==> src/csc_regs.svh <==
// register offsets, field positions and timing counts of the clock synthesis control block
`ifndef CSC_REGS_SVH
`define CSC_REGS_SVH
`define CSC_CTRL_OFFSET   12'h000
`define CSC_EXT_OFFSET    12'h004
`define CSC_CTRL_RESET    16'h0000
`define CSC_ED_LSB        0
`define CSC_ED_MSB        3
`define CSC_YD_LSB        4
`define CSC_YD_MSB        7
`define CSC_RSV_LSB       8
`define CSC_RSV_MSB       9
`define CSC_CS_LSB        10
`define CSC_CS_MSB        11
`define CSC_GSM_BIT       12
`define CSC_PD_BIT        13
`define CSC_EN_BIT        14
`define CSC_LOCK_BIT      15
`define CSC_CLKOUT_DIS_BIT 0
`define CSC_LOCK_US       10
`define CSC_CLK_MHZ       25
`define CSC_FRAC_STEPS    4'hC
`endif
==> src/csc_pkg.sv <==
// types shared by the clock synthesis control files
package csc_pkg;
  typedef enum logic [1:0] {CSC_SRC_EXT, CSC_SRC_GAP, CSC_SRC_PLL} csc_sw_state_t;
  typedef enum logic [1:0] {CSC_CO_PHASE, CSC_CO_RSV, CSC_CO_EXT, CSC_CO_EXT_HALF} csc_co_sel_t;
endpackage

==> src/csc_div_if.sv <==
// bundle between the control top and the divider module
`timescale 1ns/10ps
interface csc_div_if;
  logic       ref_en;
  logic [3:0] input_divider;
  logic       div_tick;
  logic       half_tick;
  logic       codec_frac_tick;
  modport ctrl (output ref_en, output input_divider, input div_tick, input half_tick, input codec_frac_tick);
  modport div  (input ref_en, input input_divider, output div_tick, output half_tick, output codec_frac_tick);
endinterface

==> src/clock_synthesis_control.sv <==
// control register, lock tracking and clock selection of the clock synthesizer
// Functional notes
// clock_out_select picks phase, reserved, ref, ref/2
// codec from divider or reference over 6.5
// loop reference always from input divider
// hardware reset clears codec select
// power-down bit stops the loop
// power-down refused while loop enabled
// setting power-down clears lock
// enable selects loop output for core
// enable/power-down pair decoded, 11 reserved
// software bypasses, powers down, then stops
// software bypasses before changing dividers, polls lock
// lock reads one once loop locked
// divider write clears lock, enable clear not
// lock bit is read-only
// bits 8-9 read zero
// input divider divides by value plus one
// loop multiplies by four times value plus one
// input divider at bits 0-3
// feedback divider at bits 4-7
// clock-out select at bits 10-11
// hardware reset clears whole register
// core clock switch without runt pulses
//
// Chosen here: the APB interface to the registers and the address map.
`timescale 1ns/10ps
`include "csc_regs.svh"
module clock_synthesis_control
#(
  parameter int LOCK_CYCLES = (`CSC_LOCK_US * `CSC_CLK_MHZ)
)
(
  input  wire logic        pclk,
  input  wire logic        presetn,
  input  wire logic        psel,
  input  wire logic        penable,
  input  wire logic        pwrite,
  input  wire logic [11:0] paddr,
  input  wire logic [31:0] pwdata,
  output logic      [31:0] prdata,
  output logic             pready,
  output logic             pslverr,
  input  wire logic        external_reference_pin,
  input  wire logic        core_phase_clock,
  output logic             core_ref_en,
  output logic             core_clk_from_loop,
  output logic             loop_ref_tick,
  output logic       [3:0] loop_feedback_modulus,
  output logic       [6:0] loop_multiplier,
  output logic             loop_powered_down,
  output logic             loop_mode_reserved,
  output logic             codec_clk_tick,
  output logic             clock_out_pin
);
  logic [15:0]            ctrl_q;
  logic                   lock_q;
  logic                   clkout_dis_q;
  logic [15:0]            lock_cnt_q;
  logic [1:0]             ext_sync_q;
  logic                   ext_prev_q;
  logic [1:0]             ph_sync_q;
  logic                   co_q;
  logic                   half_lvl_q;
  csc_pkg::csc_sw_state_t sw_q;
  logic                   wr;
  logic                   wr_ctrl;
  logic                   new_pd;
  logic                   div_change;
  logic                   ext_rise;
  logic [15:0]            ctrl_rd;
  csc_div_if              dif ();

  ////////////////////////////////////////////////////////////////////////////////
  // apb slave: zero-wait, unmapped addresses answer pslverr
  assign wr      = psel && penable && pwrite;
  assign wr_ctrl = wr && (paddr == `CSC_CTRL_OFFSET);
  assign pready  = 1'b1;
  assign pslverr = psel && penable && (paddr != `CSC_CTRL_OFFSET) && (paddr != `CSC_EXT_OFFSET);

  // power-down may be set only while enable is clear in the stored value
  assign new_pd = pwdata[`CSC_PD_BIT] && !ctrl_q[`CSC_EN_BIT];
  assign div_change = wr_ctrl && (pwdata[`CSC_YD_MSB:`CSC_ED_LSB] != ctrl_q[`CSC_YD_MSB:`CSC_ED_LSB]);

  // control register, cleared by hardware reset only
  always_ff @(posedge pclk or negedge presetn)
  begin
    if (!presetn)
      ctrl_q <= `CSC_CTRL_RESET; // see
    else if (wr_ctrl)
    begin
      ctrl_q[`CSC_ED_MSB:`CSC_ED_LSB]   <= pwdata[`CSC_ED_MSB:`CSC_ED_LSB];
      ctrl_q[`CSC_YD_MSB:`CSC_YD_LSB]   <= pwdata[`CSC_YD_MSB:`CSC_YD_LSB];
      ctrl_q[`CSC_RSV_MSB:`CSC_RSV_LSB] <= 2'h0;
      ctrl_q[`CSC_CS_MSB:`CSC_CS_LSB]   <= pwdata[`CSC_CS_MSB:`CSC_CS_LSB];
      ctrl_q[`CSC_GSM_BIT]              <= pwdata[`CSC_GSM_BIT];
      ctrl_q[`CSC_PD_BIT]               <= new_pd;
      ctrl_q[`CSC_EN_BIT]               <= pwdata[`CSC_EN_BIT];
      ctrl_q[`CSC_LOCK_BIT]             <= 1'b0;
    end
  end

  // clock-out disable of the operating-mode register, mirrored here
  always_ff @(posedge pclk or negedge presetn)
  begin
    if (!presetn)
      clkout_dis_q <= 1'b0;
    else if (wr && paddr == `CSC_EXT_OFFSET)
      clkout_dis_q <= pwdata[`CSC_CLKOUT_DIS_BIT];
  end

  // read data register
  assign ctrl_rd = {lock_q, ctrl_q[14:10], 2'h0, ctrl_q[7:0]}; // see
  always_ff @(posedge pclk or negedge presetn)
  begin
    if (!presetn)
      prdata <= 32'h00000000;
    else if (psel && !penable && !pwrite)
      prdata <= (paddr == `CSC_CTRL_OFFSET) ? {16'h0000, ctrl_rd} :
                (paddr == `CSC_EXT_OFFSET)  ? {31'h00000000, clkout_dis_q} : 32'h00000000;
  end

  ////////////////////////////////////////////////////////////////////////////////
  // reference pin synchroniser and edge detect
  always_ff @(posedge pclk or negedge presetn)
  begin
    if (!presetn)
    begin
      ext_sync_q <= 2'h0;
      ext_prev_q <= 1'b0;
      ph_sync_q  <= 2'h0;
    end
    else
    begin
      ext_sync_q <= {ext_sync_q[0], external_reference_pin};
      ext_prev_q <= ext_sync_q[1];
      ph_sync_q  <= {ph_sync_q[0], core_phase_clock};
    end
  end
  assign ext_rise = ext_sync_q[1] && !ext_prev_q;

  assign dif.ref_en        = ext_rise;
  assign dif.input_divider = ctrl_q[`CSC_ED_MSB:`CSC_ED_LSB];
  csc_divider u_div
  (
    .pclk    (pclk),
    .presetn (presetn),
    .dif     (dif)
  );

  // loop always takes the divided reference
  assign loop_ref_tick         = dif.div_tick;
  assign loop_feedback_modulus = ctrl_q[`CSC_YD_MSB:`CSC_YD_LSB];
  assign loop_multiplier       = {1'b0, ctrl_q[`CSC_YD_MSB:`CSC_YD_LSB], 2'h0} + 7'h04;
  assign loop_powered_down     = ctrl_q[`CSC_PD_BIT];
  assign loop_mode_reserved    = ctrl_q[`CSC_EN_BIT] && ctrl_q[`CSC_PD_BIT];
  assign core_ref_en           = ext_rise;
  // codec source select
  assign codec_clk_tick = ctrl_q[`CSC_GSM_BIT] ? dif.codec_frac_tick : dif.div_tick;

  ////////////////////////////////////////////////////////////////////////////////
  // lock tracking: counts pclk cycles while loop is not powered down
  always_ff @(posedge pclk or negedge presetn)
  begin
    if (!presetn)
    begin
      lock_q     <= 1'b0;
      lock_cnt_q <= 16'h0000;
    end
    else if (ctrl_q[`CSC_PD_BIT] || div_change || (wr_ctrl && new_pd))
    begin
      lock_q     <= 1'b0; // see
      lock_cnt_q <= 16'h0000;
    end
    else if (lock_cnt_q >= 16'(LOCK_CYCLES - 1))
      lock_q     <= 1'b1;
    else
      lock_cnt_q <= lock_cnt_q + 16'h0001;
  end

  ////////////////////////////////////////////////////////////////////////////////
  // core clock switch: hand over only at a reference edge, to the loop after a one-reference-period gap, back directly
  always_ff @(posedge pclk or negedge presetn)
  begin
    if (!presetn)
      sw_q <= csc_pkg::CSC_SRC_EXT;
    else
    begin
      unique case (sw_q)
        csc_pkg::CSC_SRC_EXT:
          if (ctrl_q[`CSC_EN_BIT] && !ctrl_q[`CSC_PD_BIT] && ext_rise)
            sw_q <= csc_pkg::CSC_SRC_GAP;
        csc_pkg::CSC_SRC_GAP:
          if (ext_rise)
            sw_q <= (ctrl_q[`CSC_EN_BIT] && !ctrl_q[`CSC_PD_BIT]) ? csc_pkg::CSC_SRC_PLL : csc_pkg::CSC_SRC_EXT;
        csc_pkg::CSC_SRC_PLL:
          if (!ctrl_q[`CSC_EN_BIT] && ext_rise)
            sw_q <= csc_pkg::CSC_SRC_EXT;
        default:
          sw_q <= csc_pkg::CSC_SRC_EXT;
      endcase
    end
  end
  assign core_clk_from_loop = (sw_q == csc_pkg::CSC_SRC_PLL);

  ////////////////////////////////////////////////////////////////////////////////
  // clock-out pin mux, registered
  always_ff @(posedge pclk or negedge presetn)
  begin
    if (!presetn)
      half_lvl_q <= 1'b0;
    else
      half_lvl_q <= dif.half_tick;
  end
  always_ff @(posedge pclk or negedge presetn)
  begin
    if (!presetn)
      co_q <= 1'b0;
    else if (clkout_dis_q)
      co_q <= 1'b0;
    else
    begin
      unique case (csc_pkg::csc_co_sel_t'(ctrl_q[`CSC_CS_MSB:`CSC_CS_LSB]))
        csc_pkg::CSC_CO_PHASE:    co_q <= ph_sync_q[1];
        csc_pkg::CSC_CO_RSV:      co_q <= 1'b0;
        csc_pkg::CSC_CO_EXT:      co_q <= ext_sync_q[1];
        csc_pkg::CSC_CO_EXT_HALF: co_q <= half_lvl_q;
      endcase
    end
  end
  assign clock_out_pin = co_q;

  ////////////////////////////////////////////////////////////////////////////////
  // checks
  AST_PD_REFUSED: assert property (@(posedge pclk) disable iff (!presetn)
    (wr_ctrl && ctrl_q[`CSC_EN_BIT]) |=> !ctrl_q[`CSC_PD_BIT])
    else $error("power-down set while loop enabled");
  AST_PD_CLEARS_LOCK: assert property (@(posedge pclk) disable iff (!presetn)
    $rose(ctrl_q[`CSC_PD_BIT]) |=> !lock_q)
    else $error("lock survived power-down");
  AST_DIV_CLEARS_LOCK: assert property (@(posedge pclk) disable iff (!presetn)
    div_change |=> !lock_q)
    else $error("lock survived divider change");
  AST_RSV_ZERO: assert property (@(posedge pclk) disable iff (!presetn)
    ctrl_rd[`CSC_RSV_MSB:`CSC_RSV_LSB] == 2'h0)
    else $error("reserved bits nonzero");
  AST_LOCK_RO: assert property (@(posedge pclk) disable iff (!presetn)
    (wr_ctrl && !div_change && !lock_q && !new_pd) |=> (lock_q == $past(lock_cnt_q >= 16'(LOCK_CYCLES - 1))))
    else $error("lock written by software");
  AST_PLL_NEEDS_EN: assert property (@(posedge pclk) disable iff (!presetn)
    $rose(core_clk_from_loop) |-> $past(ctrl_q[`CSC_EN_BIT]))
    else $error("core on loop without enable");
  AST_CODEC_SRC: assert property (@(posedge pclk) disable iff (!presetn)
    (!ctrl_q[`CSC_GSM_BIT] |-> codec_clk_tick == dif.div_tick))
    else $error("codec source wrong");
  AST_MULT: assert property (@(posedge pclk) disable iff (!presetn)
    loop_multiplier == 7'(4 * (ctrl_q[`CSC_YD_MSB:`CSC_YD_LSB] + 1)))
    else $error("multiplier wrong");
  AST_CO_OFF: assert property (@(posedge pclk) disable iff (!presetn)
    clkout_dis_q |=> !clock_out_pin)
    else $error("clock-out not disabled");
  COV_LOCK: cover property (@(posedge pclk) disable iff (!presetn) $rose(lock_q));
  COV_TO_PLL: cover property (@(posedge pclk) disable iff (!presetn) $rose(core_clk_from_loop));
  COV_PD: cover property (@(posedge pclk) disable iff (!presetn) $rose(ctrl_q[`CSC_PD_BIT]));
endmodule

==> src/csc_divider.sv <==
// reference dividers: programmable by n+1, fixed by two and fixed by 6.5
`timescale 1ns/10ps
module csc_divider
(
  input  wire logic  pclk,
  input  wire logic  presetn,
  csc_div_if.div     dif
);
  logic [3:0] cnt_q;
  logic       half_q;
  logic [3:0] frac_q;

  // divide by input_divider plus one
  always_ff @(posedge pclk or negedge presetn)
  begin
    if (!presetn)
      cnt_q <= 4'h0;
    else if (dif.ref_en)
    begin
      if (cnt_q >= dif.input_divider)
        cnt_q <= 4'h0;
      else
        cnt_q <= cnt_q + 4'h1;
    end
  end
  assign dif.div_tick = dif.ref_en && (cnt_q >= dif.input_divider);

  // halved reference: a level that flips on every reference rise
  always_ff @(posedge pclk or negedge presetn)
  begin
    if (!presetn)
      half_q <= 1'b0;
    else if (dif.ref_en)
      half_q <= ~half_q;
  end
  assign dif.half_tick = half_q;

  // 6.5 divide: two ticks in 13 reference edges
  always_ff @(posedge pclk or negedge presetn)
  begin
    if (!presetn)
      frac_q <= 4'h0;
    else if (dif.ref_en)
      frac_q <= (frac_q == `CSC_FRAC_STEPS) ? 4'h0 : frac_q + 4'h1;
  end
  assign dif.codec_frac_tick = dif.ref_en && (frac_q == 4'h0 || frac_q == 4'h6);
endmodule

==> config.mk <==
export PLATFORM = sky130hd
export DESIGN_NAME = clock_synthesis_control
export DESIGN_NICKNAME = d
export VERILOG_FILES = /design/src/csc_pkg.sv /design/src/csc_div_if.sv /design/src/clock_synthesis_control.sv /design/src/csc_divider.sv
export VERILOG_INCLUDE_DIRS = /design/src
export SDC_FILE = /design/constraint.sdc
export NUM_CORES = 1
export LEC_CHECK = 0
export ABC_CLOCK_PERIOD_IN_PS = 5100
export BUFFER_PORTS_ARGS = -buffer_cell sky130_fd_sc_hd__buf_2
export CAP_MARGIN = 40
export CORE_AREA = 8 8 93 137
export CTS_CLUSTER_DIAMETER = 150
export CTS_CLUSTER_SIZE = 10
export DETAILED_ROUTE_END_ITERATION = 7
export DIE_AREA = 0 0 101 145
export REMOVE_ABC_BUFFERS = 1
export SYNTH_ARGS = -nofsm -noshare
export SYNTH_HDL_FRONTEND = slang
export SYNTH_SLANG_ARGS = --single-unit
==> constraint.sdc <==
create_clock -name pclk -period 5.1 [get_ports pclk]
set_input_delay 0.765 -clock pclk [delete_from_list [all_inputs] [get_ports pclk]]
set_output_delay 0.765 -clock pclk [all_outputs]
set_load 0.005 [all_outputs]
Yosys cells after proc, flatten, opt, wreduce, memory -nomap -nowiden
Index checks and enable logic that the tools add are counted.

Add/sub/neg operators: 4. $lt $le $gt $ge: 2. Eq/ne operators: 14. Muxes and demuxes: 16. Bitwise operators: 1. Reduce and logical (&&, ||, !) cells: 33.

Operators by type and width (count): $mux W16 (3); $logic_and A1 B1 Y1 (18); $add A16 B1 Y16 const B (1); $ge A16 B8 Y1 const B (1); $eq A12 B3 Y1 const B (1); $logic_not A12 Y1 (1); $ne A12 B3 Y1 const B (1); $reduce_bool A12 Y1 (1); $add A4 B1 Y4 const B (2); $mux W2 (4); $mux W4 (2); $ne A8 B8 Y1 (1); $add A6 B3 Y7 const B (1); $eq A2 B2 Y1 const B (3); $ne A2 B2 Y1 const B (3); $pmux W2 S3 (1); $logic_not A1 Y1 (5); $mux W1 (5); $eq A2 B1 Y1 const B (2); $eq A4 B3 Y1 const B (1); $eq A4 B4 Y1 const B (1); $ge A4 B4 Y1 (1); $logic_not A2 Y1 (2); $logic_not A4 Y1 (1); other kinds (6) (8).

Bits in registers: 81. Input bits: 51. Output and inout bits: 52. Word-level logic and storage cells: 84.

Depth between registers and ports, before layout
Word-level depth: 7. Depth in mapped cells: 6. Depth with buffers taken out: 6.

Cells and area by module
Synthesis repeated with hierarchy kept, for this count alone.

Cell total of the unflattened synthesis: 278. Area total of the unflattened synthesis: 3204.3 um^2.

Modules (own cells, without submodules): clock_synthesis_control (instances 1, cells an instance 220, area each 2642.5 um^2, sequential area each 1351.3 um^2); csc_divider (instances 1, cells an instance 58, area each 561.8 um^2, sequential area each 225.2 um^2).

Least setup slack after synthesis
No wires, ideal clock.

Kind: register -> output. From: register ctrl_q[0]. To: output port codec_clk_tick. Arrival: 1.644 ns. Data required time: 4.335 ns. Setup slack: 2.691 ns. Stages on the path, launching flop included: 6. Buffers on the path: 0. Cells stage by stage: dfrtp_1 > ha_1 > nand2b_1 > a2111oi_2 > nor2_1 > o211a_1.

Longest elaborated chain between the ends: 3.

Ends and longest elaborated chain: from (decl) (RTL line clock_synthesis_control.sv:56) `logic [15:0] ctrl_q;`; from (signal assigned) (RTL line clock_synthesis_control.sv:89) `` ctrl_q <= `CSC_CTRL_RESET; ``; from (signal, indexed assignment) (RTL line clock_synthesis_control.sv:92) `` ctrl_q[`CSC_ED_MSB:`CSC_ED_LSB] <= pwdata[`CSC_ED_MSB:`CSC_ED_LSB]; ``; from (signal, indexed assignment) (RTL line clock_synthesis_control.sv:93) `` ctrl_q[`CSC_YD_MSB:`CSC_YD_LSB] <= pwdata[`CSC_YD_MSB:`CSC_YD_LSB]; ``; $ge A4 B4 Y1 (RTL line csc_divider.sv:26) `assign dif.div_tick = dif.ref_en && (cnt_q >= dif.input_divider);`; $logic_and A1 B1 Y1 (RTL line csc_divider.sv:26); $mux W1 (RTL line clock_synthesis_control.sv:159) `` assign codec_clk_tick = ctrl_q[`CSC_GSM_BIT] ? dif.codec_frac_tick : dif.div_tick; ``; to (decl) (RTL line clock_synthesis_control.sv:53) `output logic codec_clk_tick,`.

No other way between the ends.

Worst setup path in the final report
From: register u_div.cnt_q[0]. To: output port codec_clk_tick.

Longest elaborated chain between the ends: 3.

Ends and longest elaborated chain: from (decl) (RTL line csc_divider.sv:9) `logic [3:0] cnt_q;`; from (signal assigned) (RTL line csc_divider.sv:23) `cnt_q <= cnt_q + 4'h1;`; $ge A4 B4 Y1 (RTL line csc_divider.sv:26); $logic_and A1 B1 Y1 (RTL line csc_divider.sv:26); $mux W1 (RTL line clock_synthesis_control.sv:159).

No other way between the ends.

==> metrics.csv <==
stage,metric,value,unit
sta,Slew Limit Fails,0,
sta,part of the cycle the worst path needs,0.599,
routing,total number of vias,2249,
worst_hold_path,hold path endpoint,ph_sync_q[1]$_DFF_PN0_,
worst_setup_path,"Req. time, crit path",4.34,ns
placement,post-DP HPWL,5150,µm
power_and_ir_drop,worst ir drop on vdd,0.129,mV
clocking,total setup buffers inserted after CTS,0,
layout,share of layout cells above drive strength 1,0.287,
clocking,CTS tree,built,
synthesis,Yosys cell types,51,
routing,drt drc,0,
clocking,CTS Sinks,63,
worst_setup_path,CP max FO,4,
worst_hold_path,Hold Path Stages,0,
worst_setup_path,worst r2r src,u_div.cnt_q[0]$_DFFE_PN0N_,
routing,drt total wl,6930,µm
synthesis,number of synthesized register bits,63,
routing,antenna-violating nets left,0,
sta,Slew Limit Headroom,0.468,
global_routing,vias in the first global route,2330,
floorplan,cell row count,47,
layout,"non-filler cells, final",492,
placement,I/O Buffers,62,
routing,Iter 0 DRT Violations,96,
synthesis,sequential share of the synthesized area,0.497,
worst_setup_path,worst reg2reg setup slack,3.13,ns
global_routing,Total Routing Usage GR,0.0987,
worst_hold_path,hold crit path type,flip-flop to flip-flop,
global_routing,gr ovfl total,0,
sta,fmax,327,MHz
sta,post-route minimum period,3.06,ns
placement,Placement Cell Area,3530,µm²
clocking,CTS Hold Bufs,0,
placement,GP Congestion,0.763,
synthesis,Syn Area/Cell,11.4,µm²
worst_setup_path,crit path capture type,output port,
sta,unrepaired setup endpoints after global routing,no,
layout,Ant. Diodes,0,
status,outcome,"finished, final reports clean",
layout,Area Growth Syn to Fin,20.7,%
global_routing,first-pass GRT wire length,11600,µm
floorplan,die width,101,µm
worst_setup_path,R2R cell count,6,
clocking,worst skew pair latency,0.32,ns
routing,DR pass1 iterations,4,
power_and_ir_drop,Tot Pwr,1.37,mW
clocking,CTS root buf,clkbuf_16,
clocking,Worst-path clk slew,0.05,ns
worst_setup_path,worst-path cell chain,"inv_1, ha_1, nand2b_1, a2111oi_2, nor2_1, o211a_1, buf_2",
clocking,post-CTS sizing,0,
worst_setup_path,WP data arrival,2.29,ns
clocking,CTS Buf Count,9,
sta,final hold vios,0,
flow_run,MaxCap Viol Count,0,
worst_hold_path,worst hold start,ph_sync_q[0]$_DFF_PN0_,
floorplan,die area,14600,µm²
layout,post-route cell area,3830,µm²
sta,Setup-failing EPs final,0,
power_and_ir_drop,pwr/cell area,359,nW/µm²
floorplan,Core ar.,10800,µm²
worst_setup_path,CP max stage delay,0.53,ns
routing,Routed WL per cell,14.1,µm
synthesis,number of synthesized flops with an enable pin,0,
global_routing,largest net degree at the start of global routing,64,
routing,Vias/cell,4.57,
synthesis,synthesized area,3170,µm²
synthesis,Post-synth ARST share,1.00,
worst_setup_path,slowest CP cell,a2111oi_2,
clocking,Max H-tree Level,3,
worst_setup_path,worst r2r dst,u_div.cnt_q[2]$_DFFE_PN0N_,
layout,NumNets Final,403,
placement,Placed Cells incl. Taps,476,
synthesis,Ys Warns,0,
floorplan,Vert. Die Dim,145,µm
sta,Fin Setup TNS,0,ns
floorplan,Initial Util,0.293,
sta,clk_skew,0.00461,ns
worst_setup_path,crit start category,flip-flop,
floorplan,io pins,103,
synthesis,Main synth FF type,dfrtp_1,
power_and_ir_drop,Leakage,1.92,nW
clocking,CTS Buffer Depth,2,
sta,worst slew pin tran,0.798,ns
worst_setup_path,Worst Setup Path Type,flip-flop to output port,
synthesis,Mapped Cells,278,
global_routing,initial antenna violation count,0,
worst max path at each step:
stage | from | end | cells past startpoint
3_3_place_gp | penable | prdata[2]$_DFFE_PN0P_ | 4
2_1_floorplan | ctrl_q[0]$_DFFE_PN0P_ | codec_clk_tick | 5
6_report | u_div.cnt_q[0]$_DFFE_PN0N_ | codec_clk_tick | 7
5_1_grt | u_div.cnt_q[0]$_DFFE_PN0N_ | codec_clk_tick | 7
4_1_cts | u_div.cnt_q[0]$_DFFE_PN0N_ | codec_clk_tick | 7
3_5_place_dp | u_div.cnt_q[0]$_DFFE_PN0N_ | codec_clk_tick | 7
registers in the layout (all words and copies together) (netlist names), 2 cells and up:
signal        cells
sw_q              2
ext_sync_q        2
prdata           14
u_div.frac_q      4
u_div.cnt_q       4
lock_cnt_q       16
ph_sync_q         2
ctrl_q           13
cell type report:
class / count / area (µm²)
clock buffers: 11 / 243
clock inverters: 5 / 57.6
fillers: 1071 / 6990
inverters: 14 / 52.6
multi-input cells: 188 / 1390
flip-flops and latches: 63 / 1580
well taps: 147 / 184
repair buffers: 64 / 329
metal layers:
metal  wire (µm)  vias to the layer above  track usage
met5           0                        -            0
met4         127                        0       0.0472
met3         620                        9       0.0316
met2        3470                       72        0.169
met1        2710                     1099        0.106
li1            -                     1069            -
power by group:
group	switching (mW)	total, mW	internal, mW
registers	0.0512	0.601	0.550
logic	0.0914	0.168	0.0761
clock network	0.216	0.606	0.390
critical path, delay by kind of cell, from the launching register on:
kind / cells / cell delay (ns)
adder cells (fa/ha/maj): 1 / 0.23
AND/OR/NAND/NOR: 2 / 0.37
buffers and inverters: 2 / 0.22
AO/OA/AOI/OAI: 2 / 0.77
flip-flops: 1 / 0.40
Yosys cell counts, types with 4 or more instances:
library cell | number | area share
nand2b_1 | 4 | 0.0079
a21oi_1 | 6 | 0.0095
clkbuf_1 | 4 | 0.0047
nor2_1 | 9 | 0.011
ha_1 | 12 | 0.047
o21ai_0 | 15 | 0.024
nand3_1 | 9 | 0.014
buf_4 | 26 | 0.062
mux2_2 | 6 | 0.021
dfrtp_1 | 63 | 0.50
mux2_1 | 8 | 0.028
a22o_1 | 13 | 0.036
nand2_1 | 11 | 0.013
inv_1 | 14 | 0.017
o211a_1 | 4 | 0.013
xor2_1 | 9 | 0.025
and2_1 | 9 | 0.018
kinds of logic (layout without fill, tap and decap cells):
| family | Yosys count | count (layout) | share of synthesized area |
|---|---|---|---|
| AO/OA/AOI/OAI | 52 | 52 | 0.121 |
| AND/OR/NAND/NOR | 74 | 74 | 0.152 |
| other | 2 | 21 | 0.00237 |
| adder cells (fa/ha/maj) | 12 | 12 | 0.0473 |
| flip-flops | 63 | 63 | 0.497 |
| multiplexers | 17 | 17 | 0.0591 |
| buffers and inverters | 46 | 94 | 0.0879 |
| XOR/XNOR | 12 | 12 | 0.0331 |
metrics by stage:
step           hold WS [ns]   util  worst slack [ns]
6_report              0.351  0.354              2.04
3_3_place_gp          0.336  0.325              2.35
5_1_grt               0.358  0.354              1.89
3_5_place_dp          0.338  0.326              2.35
2_1_floorplan         0.331      -              2.69
4_1_cts               0.349  0.354              1.98
layout by cell type, fill, tap and decap left out, types with 11 or more instances in the layout:
cell type,instances
a22o_1,13
buf_2,62
conb_1,21
dfrtp_1,63
ha_1,12
inv_1,14
nand2_1,11
o21ai_0,15
Note: power is estimated with default switching activity, not from simulation.
